## src/rsdf_pkg.sv

```systemverilog
package rsdf_pkg;

   // ==========================================================
   // Register byte offsets
   // ==========================================================
   localparam logic [7:0] OFS_CTRL     = 8'h00;
   localparam logic [7:0] OFS_IRQCFG   = 8'h04;
   localparam logic [7:0] OFS_FIFOSTAT = 8'h08;
   localparam logic [7:0] OFS_FIFOCFG  = 8'h0C;
   localparam logic [7:0] OFS_STRTHR   = 8'h10;
   localparam logic [7:0] OFS_STRVAL   = 8'h14;
   localparam logic [7:0] OFS_SYNCPAT  = 8'h18;
   localparam logic [7:0] OFS_FIFODATA = 8'h1C;

   // ==========================================================
   // Field positions
   // ==========================================================
   localparam int CTRL_DATA_MODE  = 0;
   localparam int CTRL_RECOG_EN   = 1;
   localparam int CTRL_CLKREC_DIS = 2;
   localparam int CTRL_PATSZ_LO   = 3;
   localparam int CTRL_PTOL_LO    = 5;
   localparam int IRQ_SRCA_LO     = 0;
   localparam int IRQ_SRCB_LO     = 2;
   localparam int IRQ_STR_EN      = 4;
   localparam int IRQ_FILL_COND   = 5;
   localparam int IRQ_START_DET   = 6;
   localparam int IRQ_SIG_DET     = 7;
   localparam int FST_OVERFLOW    = 0;
   localparam int FST_NOT_EMPTY   = 1;
   localparam int FST_FULL        = 2;
   localparam int FST_THRESH      = 3;
   localparam int FST_COUNT_LO    = 8;
   localparam int FCFG_DEPTH_LO   = 0;
   localparam int FCFG_THRESH_LO  = 2;

   // ==========================================================
   // Reset values and fixed figures
   // ==========================================================
   localparam logic [1:0]  DEPTH_SEL_RESET  = 2'h3;
   localparam logic [5:0]  FIFO_THR_RESET   = 6'h00;
   localparam logic [7:0]  STR_THR_RESET    = 8'h00;
   localparam logic [31:0] SYNC_PAT_RESET   = 32'h00000000;
   localparam logic [3:0]  COARSE_PER_AVG   = 4'hF;
   localparam logic [2:0]  BITS_PER_BYTE    = 3'h7;

endpackage : rsdf_pkg

```

## src/rsdf_rx_core.sv

```systemverilog
// Added by the designer: the placing of the registers and the APB slave port.
`timescale 1ns/1ps

module rsdf_rx_core
   import rsdf_pkg::*;
#(
   parameter int FIFO_DEPTH = 64
) (
   input  wire logic        mclk,
   input  wire logic        sys_rst,
   input  wire logic [7:0]  paddr,
   input  wire logic        psel,
   input  wire logic        penable,
   input  wire logic        pwrite,
   input  wire logic [31:0] pwdata,
   output logic [31:0]      prdata,
   output logic             pready,
   output logic             pslverr,
   input  wire logic        recoveredBitClock,
   input  wire logic        demodData,
   input  wire logic [4:0]  coarseStrength,
   input  wire logic        coarseStrobe,
   output logic             patternDetect,
   output logic             serialDataOut,
   output logic             bitClockOut,
   output logic             interruptPinA,
   output logic             interruptPinB
);

   localparam int PW = $clog2(FIFO_DEPTH);
   typedef struct packed {
      logic [FIFO_DEPTH-1:0][7:0] mem;
      logic [PW-1:0]  wrPtr;
      logic [PW-1:0]  rdPtr;
      logic [6:0]     count;
      logic           dclkMeta;
      logic           dclkSync;
      logic           dclkLast;
      logic           dataMeta;
      logic           dataSync;
      logic           strbMeta;
      logic           strbSync;
      logic           strbLast;
      logic [4:0]     coarseMeta;
      logic [4:0]     coarseSync;
      logic [8:0]     accum;
      logic [3:0]     sampleCnt;
      logic [7:0]     strength;
      logic           dataMode;
      logic           recogEn;
      logic           clkRecDis;
      logic [1:0]     patSize;
      logic [1:0]     patTol;
      logic [1:0]     srcA;
      logic [1:0]     srcB;
      logic           strIrqEn;
      logic           fillCond;
      logic           startDet;
      logic           sigDetect;
      logic           overflow;
      logic [1:0]     depthSel;
      logic [5:0]     fifoThr;
      logic [7:0]     strThr;
      logic [31:0]    syncPattern;
      logic [31:0]    shiftReg;
      logic [7:0]     byteAsm;
      logic [2:0]     bitCnt;
      logic           patternOut;
      logic           byteWritten;
      logic           dataOut;
      logic           clkOut;
      logic           pinA;
      logic           pinB;
      logic [31:0]    rdData;
      logic           popArm;
   } rsdf_state_t;
   rsdf_state_t r;
   rsdf_state_t n;

   // ==========================================================
   // Helpers
   // ==========================================================
   function automatic logic [5:0] rsdf_ones(input logic [31:0] v);
      logic [5:0] c;
      c = 6'h00;
      for (int i = 0; i < 32; i++) begin
         c = c + {5'h00, v[i]};
      end
      return c;
   endfunction : rsdf_ones
   function automatic logic [31:0] rsdf_size_mask(input logic [1:0] sz);
      logic [31:0] m;
      unique case (sz)
         2'h0: m = 32'h000000FF;
         2'h1: m = 32'h0000FFFF;
         2'h2: m = 32'h00FFFFFF;
         2'h3: m = 32'hFFFFFFFF;
      endcase
      return m;
   endfunction : rsdf_size_mask
   function automatic logic [6:0] rsdf_depth(input logic [1:0] sel);
      return {sel, 4'h0} + 7'h10;
   endfunction : rsdf_depth

   // ==========================================================
   // Combinational next state
   // ==========================================================
   logic        recoveryOn;
   logic        bitTick;
   logic        recogOn;
   logic [31:0] shiftNext;
   logic [5:0]  errs;
   logic        hit;
   logic        push;
   logic        pop;
   logic        flush;
   logic        stopFill;
   logic        apbWr;
   logic        apbRd;
   logic        mapped;
   logic [6:0]  depthBytes;
   logic        fullNow;
   logic [10:0] avgProd;
   logic [8:0]  accSum;
   always_comb begin
      n = r;
      n.byteWritten = 1'b0;
      push = 1'b0;
      pop = 1'b0;
      flush = 1'b0;
      stopFill = 1'b0;
      avgProd = 11'h000;
      accSum = 9'h000;
      // Two-stage synchronisers; the first stage never feeds logic, and bit clock and strobe add a third stage for edge detection
      n.dclkMeta   = recoveredBitClock;
      n.dclkSync   = r.dclkMeta;
      n.dclkLast   = r.dclkSync;
      n.dataMeta   = demodData;
      n.dataSync   = r.dataMeta;
      n.strbMeta   = coarseStrobe;
      n.strbSync   = r.strbMeta;
      n.strbLast   = r.strbSync;
      n.coarseMeta = coarseStrength;
      n.coarseSync = r.coarseMeta;
      recoveryOn = !r.clkRecDis || r.dataMode;
      bitTick    = r.dclkSync && !r.dclkLast && recoveryOn;
      recogOn    = (r.recogEn || r.dataMode) && recoveryOn;
      shiftNext  = {r.shiftReg[30:0], r.dataSync};
      errs       = rsdf_ones((shiftNext ^ r.syncPattern) & rsdf_size_mask(r.patSize));
      hit        = errs <= {4'h0, r.patTol};
      depthBytes = rsdf_depth(r.depthSel);
      fullNow    = r.count >= depthBytes;
      apbWr  = psel && penable && pwrite;
      apbRd  = psel && penable && !pwrite;
      mapped = (paddr[1:0] == 2'h0) && (paddr <= OFS_FIFODATA);
      // ==========================================================
      // Bit stream: pattern match and byte assembly
      // ==========================================================
      if (bitTick) begin
         n.shiftReg = shiftNext;
         if (!r.dataMode) begin
            n.patternOut = recogOn && hit;
            n.dataOut = r.dataSync;
         end else begin
            n.patternOut = 1'b0;
            if (!r.startDet) begin
               // Preamble and pattern bits never reach the assembler
               if (!r.fillCond && hit) begin
                  n.startDet = 1'b1;
                  n.patternOut = 1'b1;
                  n.bitCnt = 3'h0;
               end
            end else begin
               n.byteAsm = {r.byteAsm[6:0], r.dataSync};
               n.bitCnt = r.bitCnt + 3'h1;
               if (r.bitCnt == BITS_PER_BYTE) begin
                  if (!fullNow) begin
                     push = 1'b1;
                  end else begin
                     n.overflow = 1'b1;
                  end
               end
            end
         end
      end else if (!recoveryOn) begin
         // Recovery off: raw demodulator straight through, no detect
         n.patternOut = 1'b0;
         n.dataOut = r.dataSync;
      end
      // ==========================================================
      // Signal strength averaging
      // ==========================================================
      if (r.strbSync && !r.strbLast) begin
         accSum = r.accum + {4'h0, r.coarseSync};
         n.sampleCnt = r.sampleCnt + 4'h1;
         if (r.sampleCnt == COARSE_PER_AVG) begin
            // Sum of 16 steps of 3 dB, rescaled to 0.5 dB: sum * 6 / 16
            avgProd = {2'h0, accSum} * 11'h003;
            n.strength = avgProd[10:3];
            n.accum = 9'h000;
         end else begin
            n.accum = accSum;
         end
      end
      // ==========================================================
      // Register writes
      // ==========================================================
      if (apbWr) begin
         unique case (paddr)
            OFS_CTRL: begin
               n.dataMode  = pwdata[CTRL_DATA_MODE];
               n.recogEn   = pwdata[CTRL_RECOG_EN];
               n.clkRecDis = pwdata[CTRL_CLKREC_DIS];
               n.patSize   = pwdata[CTRL_PATSZ_LO +: 2];
               n.patTol    = pwdata[CTRL_PTOL_LO +: 2];
            end
            OFS_IRQCFG: begin
               n.srcA     = pwdata[IRQ_SRCA_LO +: 2];
               n.srcB     = pwdata[IRQ_SRCB_LO +: 2];
               n.strIrqEn = pwdata[IRQ_STR_EN];
               n.fillCond = pwdata[IRQ_FILL_COND];
               if (pwdata[IRQ_SIG_DET]) begin
                  n.sigDetect = 1'b0;
               end
               if (pwdata[IRQ_START_DET]) begin
                  if (r.startDet) begin
                     stopFill = 1'b1;
                  end else if (pwdata[IRQ_FILL_COND]) begin
                     n.startDet = 1'b1;
                     n.bitCnt = 3'h0;
                  end
               end
            end
            OFS_FIFOSTAT: begin
               if (pwdata[FST_OVERFLOW]) begin
                  flush = 1'b1;
               end
            end
            OFS_FIFOCFG: begin
               n.depthSel = pwdata[FCFG_DEPTH_LO +: 2];
               n.fifoThr  = pwdata[FCFG_THRESH_LO +: 6];
            end
            OFS_STRTHR:  n.strThr = pwdata[7:0];
            OFS_SYNCPAT: n.syncPattern = pwdata;
            default: ;
         endcase
      end

      // Pop only what the setup cycle handed out, so a byte landing in between is kept
      if (apbRd && paddr == OFS_FIFODATA && r.popArm) begin
         pop = 1'b1;
      end
      // ==========================================================
      // FIFO storage
      // ==========================================================
      if (push) begin
         n.mem[r.wrPtr] = {r.byteAsm[6:0], r.dataSync};
         n.wrPtr = r.wrPtr + 1'b1;
         n.byteWritten = 1'b1;
      end
      if (pop) begin
         n.rdPtr = r.rdPtr + 1'b1;
      end
      n.count = r.count + {6'h00, push} - {6'h00, pop};
      if (stopFill) begin
         n.startDet = 1'b0;
         n.bitCnt = 3'h0;
      end
      if (flush) begin
         // Flush wins over a byte completing in the same cycle
         n.wrPtr = '0;
         n.rdPtr = '0;
         n.count = 7'h00;
         n.overflow = 1'b0;
         n.startDet = 1'b0;
         n.bitCnt = 3'h0;
         n.byteWritten = 1'b0;
      end
      // Hardware set wins over a clear in the same cycle
      if (r.strIrqEn && r.strength >= r.strThr) begin
         n.sigDetect = 1'b1;
      end

      // ==========================================================
      // Pins
      // ==========================================================
      n.clkOut = r.dclkSync && !r.dataMode && recoveryOn;
      if (r.dataMode) begin
         n.dataOut = 1'b0;
         unique case (r.srcA)
            2'h0: n.pinA = 1'b0;
            2'h1: n.pinA = r.byteWritten;
            2'h2: n.pinA = r.count != 7'h00;
            2'h3: n.pinA = r.patternOut;
         endcase
         unique case (r.srcB)
            2'h0: n.pinB = 1'b0;
            2'h1: n.pinB = fullNow;
            2'h2: n.pinB = r.sigDetect;
            2'h3: n.pinB = r.count >= {1'b0, r.fifoThr};
         endcase
      end else begin
         n.pinA = (r.srcA == 2'h1) ? r.sigDetect : r.patternOut;
         n.pinB = r.clkOut;
      end

      // ==========================================================
      // Read data, captured in the setup cycle
      // ==========================================================
      if (psel && !penable && !pwrite) begin
         n.rdData = 32'h00000000;
         n.popArm = (paddr == OFS_FIFODATA) && (r.count != 7'h00);
         unique case (paddr)
            OFS_CTRL: begin
               n.rdData[CTRL_DATA_MODE]     = r.dataMode;
               n.rdData[CTRL_RECOG_EN]      = r.recogEn;
               n.rdData[CTRL_CLKREC_DIS]    = r.clkRecDis;
               n.rdData[CTRL_PATSZ_LO +: 2] = r.patSize;
               n.rdData[CTRL_PTOL_LO +: 2]  = r.patTol;
            end
            OFS_IRQCFG: begin
               n.rdData[IRQ_SRCA_LO +: 2] = r.srcA;
               n.rdData[IRQ_SRCB_LO +: 2] = r.srcB;
               n.rdData[IRQ_STR_EN]       = r.strIrqEn;
               n.rdData[IRQ_FILL_COND]    = r.fillCond;
               n.rdData[IRQ_START_DET]    = r.startDet;
               n.rdData[IRQ_SIG_DET]      = r.sigDetect;
            end
            OFS_FIFOSTAT: begin
               n.rdData[FST_OVERFLOW]      = r.overflow;
               n.rdData[FST_NOT_EMPTY]     = r.count != 7'h00;
               n.rdData[FST_FULL]          = fullNow;
               n.rdData[FST_THRESH]        = r.count >= {1'b0, r.fifoThr};
               n.rdData[FST_COUNT_LO +: 7] = r.count;
            end
            OFS_FIFOCFG: begin
               n.rdData[FCFG_DEPTH_LO +: 2]  = r.depthSel;
               n.rdData[FCFG_THRESH_LO +: 6] = r.fifoThr;
            end
            OFS_STRTHR:   n.rdData[7:0] = r.strThr;
            OFS_STRVAL:   n.rdData[7:0] = r.strength;
            OFS_SYNCPAT:  n.rdData = r.syncPattern;
            OFS_FIFODATA: n.rdData[7:0] = (r.count != 7'h00) ? r.mem[r.rdPtr] : 8'h00;
            default: ;
         endcase
      end
   end

   // ==========================================================
   // State register
   // ==========================================================
   always_ff @(posedge mclk or posedge sys_rst) begin
      if (sys_rst) begin
         r             <= '0;
         r.depthSel    <= DEPTH_SEL_RESET;
         r.fifoThr     <= FIFO_THR_RESET;
         r.strThr      <= STR_THR_RESET;
         r.syncPattern <= SYNC_PAT_RESET;
      end else begin
         r <= n;
      end
   end
   assign prdata        = r.rdData;
   assign pready        = psel && penable;
   assign pslverr       = psel && penable && !mapped;
   assign patternDetect = r.patternOut;
   assign serialDataOut = r.dataOut;
   assign bitClockOut   = r.clkOut;
   assign interruptPinA = r.pinA;
   assign interruptPinB = r.pinB;

endmodule : rsdf_rx_core

```

## config.mk

```make
export PLATFORM = sky130hd
export DESIGN_NAME = rsdf_rx_core
export DESIGN_NICKNAME = d
export VERILOG_FILES = /design/src/rsdf_pkg.sv /design/src/rsdf_rx_core.sv
export SDC_FILE = /design/constraint.sdc
export NUM_CORES = 2
export LEC_CHECK = 0
export CAP_MARGIN = 40
export CORE_MARGIN = 4
export CORE_UTILIZATION = 50
export CTS_CLUSTER_DIAMETER = 100
export DETAILED_ROUTE_END_ITERATION = 7
export DONT_BUFFER_PORTS = 1
export MAX_ROUTING_LAYER = met4
export PLACE_DENSITY = 0.72
export SYNTH_ARGS = -nofsm -noshare
export SYNTH_HDL_FRONTEND = slang
export SYNTH_SLANG_ARGS = --single-unit
```

## constraint.sdc

```tcl
create_clock -name mclk -period 20.6 [get_ports mclk]
set_input_delay 1.03 -clock mclk [delete_from_list [all_inputs] [get_ports mclk]]
set_output_delay 1.03 -clock mclk [all_outputs]
set_load 0.005 [all_outputs]
```

==> results.md <==
- Critical Path Fanout Max: 36
- Worst-Skew Late Latency: around 0.63 ns
- Vias: 21100
- Setup bufs post-CTS: 0
- H-tree depth: 3
- Worst Slack Setup Final: 13.89 ns
- Mux cell area share after synthesis: 28.5%
- CP Launch Type: register
- Row cnt: 95
- Synth unique cells: 73
- Worst Setup End Kind: register
- First drt pass iteration count: 5
- Adder-cell share of the synthesized area: 3.51%
- Top-level I/O count: 92
- Top delay family on crit path: adder cells
- Worst EP required: between 20 and 25 ns
- Worst-path clk slew: 0.06 ns
- DP Worst Slack: between 10 and 15 ns
- Worst r2r src: r[180]
- Starting Density: 50.9%
- First-pass GRT wire length: between 100 and 150 mm
- Hold crit path type: in -> async
- Area share of the largest cell type after synthesis: 51.7%
- Nets: around 2600
- Post-layout util: 55.7%
- Cell count after synthesis: 2586
- Post-DRT Antenna Nets: 0
- DRC: 0
- Power Density: 93.8 mW/mm^2
- CTS buffer count: between 70 and 80
- Hold_buf cts: 0
- Pleak: 17.9 nW
- Most area-hungry cell type in the Yosys netlist: dfrtp_1
- CTS Root Cell: clkbuf_16
- Simple-Gate Fraction of Synth Area: approximately 6.4%
- Outcome: complete, no violations
- Share of layout cells above drive strength 1: 36.2%
- Minimum clock period: 6.71 ns
- Largest family of logic cells by synthesized area: multiplexers
- Worst-path cell chain: xnor2_1, fa_1, fa_1, fa_1, inv_1, fa_1, fa_1, fa_1, ha_1, inv_1, fa_1, inv_1, ha_1, nor2b_1, o21ai_0, nand3_1, nor2_1, o211ai_1, a22oi_1, nor2_1
- R2R depth: 20
- GRT Util Overall: 23.8%
- RSZ-0062 raised after global routing: no
- Final setup vio count: 0
- Synth-to-layout area growth: 9.45%
- Core Region: about 0.068 mm^2
- Critical path class: reg -> reg
- Slew Viols, Final: 0
- Slew headroom: between 30 and 40%
- Initial antenna violation count: 0
- Register area: 0.0179 mm^2
- Congestion Overflow GR: 0
- Most frequent CP cell: fa_1
- Routed WL: 83.8 mm
- Critical Path Slowest Stage Cell: dfrtp_2
- Dpl cell area: 0.0352 mm^2
- Max Cap Viol: 0
- Setup TNS Final: 0 ns
- Register area share after synthesis: between 50 and 60%
- GPL Wtd Cong: 0.932
- DR WL/cell: 24.4 um
- Multi-input gate area: around 0.015 mm^2
- Area contributors post-synth: dfrtp_1, mux2_2, mux4_2
- Die Width: 271 um
- Die H: approximately 270 um
- Final Hold Fails: 0
- Vias in the first global route: approximately 22000
- Post-cts sizing count: 0
- Crit path buf inv count: 3
- Clock Sink Count: just over 700
- Register bit total from synthesis: between 700 and 800
- Crit path DAT: 7.22 ns
- Worst Hold Slack: 0.302 ns
- Period utilization: 32.6%
- Filler Cells Inserted: 5354
- Tightest Pin Transition: roughly 1.0 ns
- Dominant synthesized flop cell: dfrtp_1
- Cell Area, Synth: ~0.034 mm^2
- DR iter-0 viols: ~1500
- Die ar.: 0.0732 mm^2
- DR vias/cell: 6.14
- Setup Skew: between 0.02 and 0.025 ns
- Max IR drop VDD: 0.0654 mV
- IO buf count: 0
- Synth Area in Compound Gates: 4.63%
- XOR/XNOR Fraction of Synth Area: 1.60%
- CTS tree: done
- Largest net degree at the start of global routing: 194
- Post-DP HPWL: 55.5 mm
- Post-Syn Area per Cell: 13.3 um^2
- R2R setup slack: 13.89 ns
- Critical R2R Capture: r[41]
- CP peak stage delay: 0.79 ns
- Post-synthesis async set-or-reset flop share: 100%
- Ys Warns: 0
- Top achievable clock speed: 149 MHz
- Mapped Nets: 2720
- Final Cell Area: 0.0377 mm^2
- Clock Path Buffers: 3
- Post-synth EDFFs: 0
## how the worst max path moves through the flow
stage	startpoint	endpoint	slack, ns	cells after the start
floorplan	sys_rst	bitClockOut	9.79	1
global placement	r[180]	r[40]	14.22	20
detailed placement	r[180]	r[41]	14.02	20
CTS	r[180]	r[41]	13.92	20
global route	r[142]	r[41]	13.58	22
finish	r[180]	r[41]	13.89	20
## area by class of cell
| class | count | area share [%] |
|---|---|---|
| flip-flops and latches | 714 | 47.4 |
| multi-input cells | 1606 | 40.9 |
| clock buffers | 111 | 6.06 |
| well taps | 873 | 2.90 |
| repair buffers | 50 | 1.53 |
| inverters | 68 | 0.687 |
| clock inverters | 18 | 0.491 |
| diodes | 1 | 0.00663 |
## per-layer routing
metal  up-vias  GRT usage (%)  routed length [um]
met1     11200           31.3               35200
met2       643           37.9               40800
met5         -              -                   0
li1       9123              -                   -
met3       184           4.40                4890
met4         0           7.87                2880
## placed cells by master, fill, tap and decap left out, types with 11 or more instances in the layout
master / Yosys / routed
o221ai_1: 12 / 12
a211oi_1: 18 / 18
o22ai_1: 19 / 19
inv_1: 67 / 66
nor2_2: 12 / 12
fa_1: 26 / 26
xor2_1: 37 / 37
mux2_1: 18 / 18
nor2_1: 87 / 87
nand2_1: 149 / 149
mux2_2: 589 / 589
mux2i_1: 88 / 88
dfrtp_1: 712 / 701
and3_1: 16 / 16
xnor2_1: 26 / 26
clkbuf_1: 116 / 12
mux4_2: 94 / 94
a22oi_1: 21 / 21
o21ai_0: 53 / 53
a31oi_1: 11 / 11
nor3_1: 15 / 15
clkbuf_8: 0 / 21
nand2_2: 33 / 33
nor2b_1: 18 / 17
nand3_1: 34 / 34
clkbuf_16: 0 / 78
a21oi_1: 39 / 39
ha_1: 55 / 55
buf_4: 43 / 33
## kinds of logic after synthesis
family | Yosys count
fa+ha+maj | 81
buf+inv | 266
simple gates | 434
compound gates | 239
xor+xnor | 63
mux | 789
flops | 714
## report_power, final
part | switching [mW] | internal, mW | leakage, nW
Combinational | 0.399 | 0.245 | 6.92
Sequential | 0.0818 | 1.46 | 9.76
Clock | 0.557 | 0.793 | 1.22
## synth_stat cells, types with 4 or more instances
| library cell | instances |
|---|---|
| a2111oi_0 | 6 |
| a211oi_1 | 18 |
| a21o_1 | 9 |
| a21oi_1 | 39 |
| a221oi_1 | 10 |
| a22o_1 | 8 |
| a22oi_1 | 21 |
| a31oi_1 | 11 |
| and2_1 | 10 |
| and3_1 | 16 |
| buf_1 | 13 |
| buf_2 | 25 |
| buf_4 | 43 |
| clkbuf_1 | 116 |
| dfrtp_1 | 712 |
| fa_1 | 26 |
| ha_1 | 55 |
| inv_1 | 67 |
| mux2_1 | 18 |
| mux2_2 | 589 |
| mux2i_1 | 88 |
| mux4_2 | 94 |
| nand2_1 | 149 |
| nand2_2 | 33 |
| nand2b_1 | 8 |
| nand3_1 | 34 |
| nand3b_1 | 9 |
| nand4_1 | 8 |
| nor2_1 | 87 |
| nor2_2 | 12 |
| nor2b_1 | 18 |
| nor3_1 | 15 |
| nor3_4 | 4 |
| nor3b_1 | 4 |
| o211ai_1 | 4 |
| o21ai_0 | 53 |
| o221ai_1 | 12 |
| o22ai_1 | 19 |
| or3_1 | 6 |
| xnor2_1 | 26 |
| xor2_1 | 37 |
## per-stage QoR
step / instances / power (mW)
final: 3441 / 3.54
after global placement: 3295 / 2.16
after CTS: 3440 / 3.57
after detailed placement: 3311 / 2.21
after global routing: 3440 / 3.72
after floorplan: 2586 / 2.03
## flip-flops by register name, summed over array words and instances, names as in the netlist
register / flops
n: 10
interruptPinA: 1
r: 667
patternDetect: 1
prdata: 32
interruptPinB: 1
bitClockOut: 1
serialDataOut: 1
Note: power is estimated with default switching activity, not from simulation.
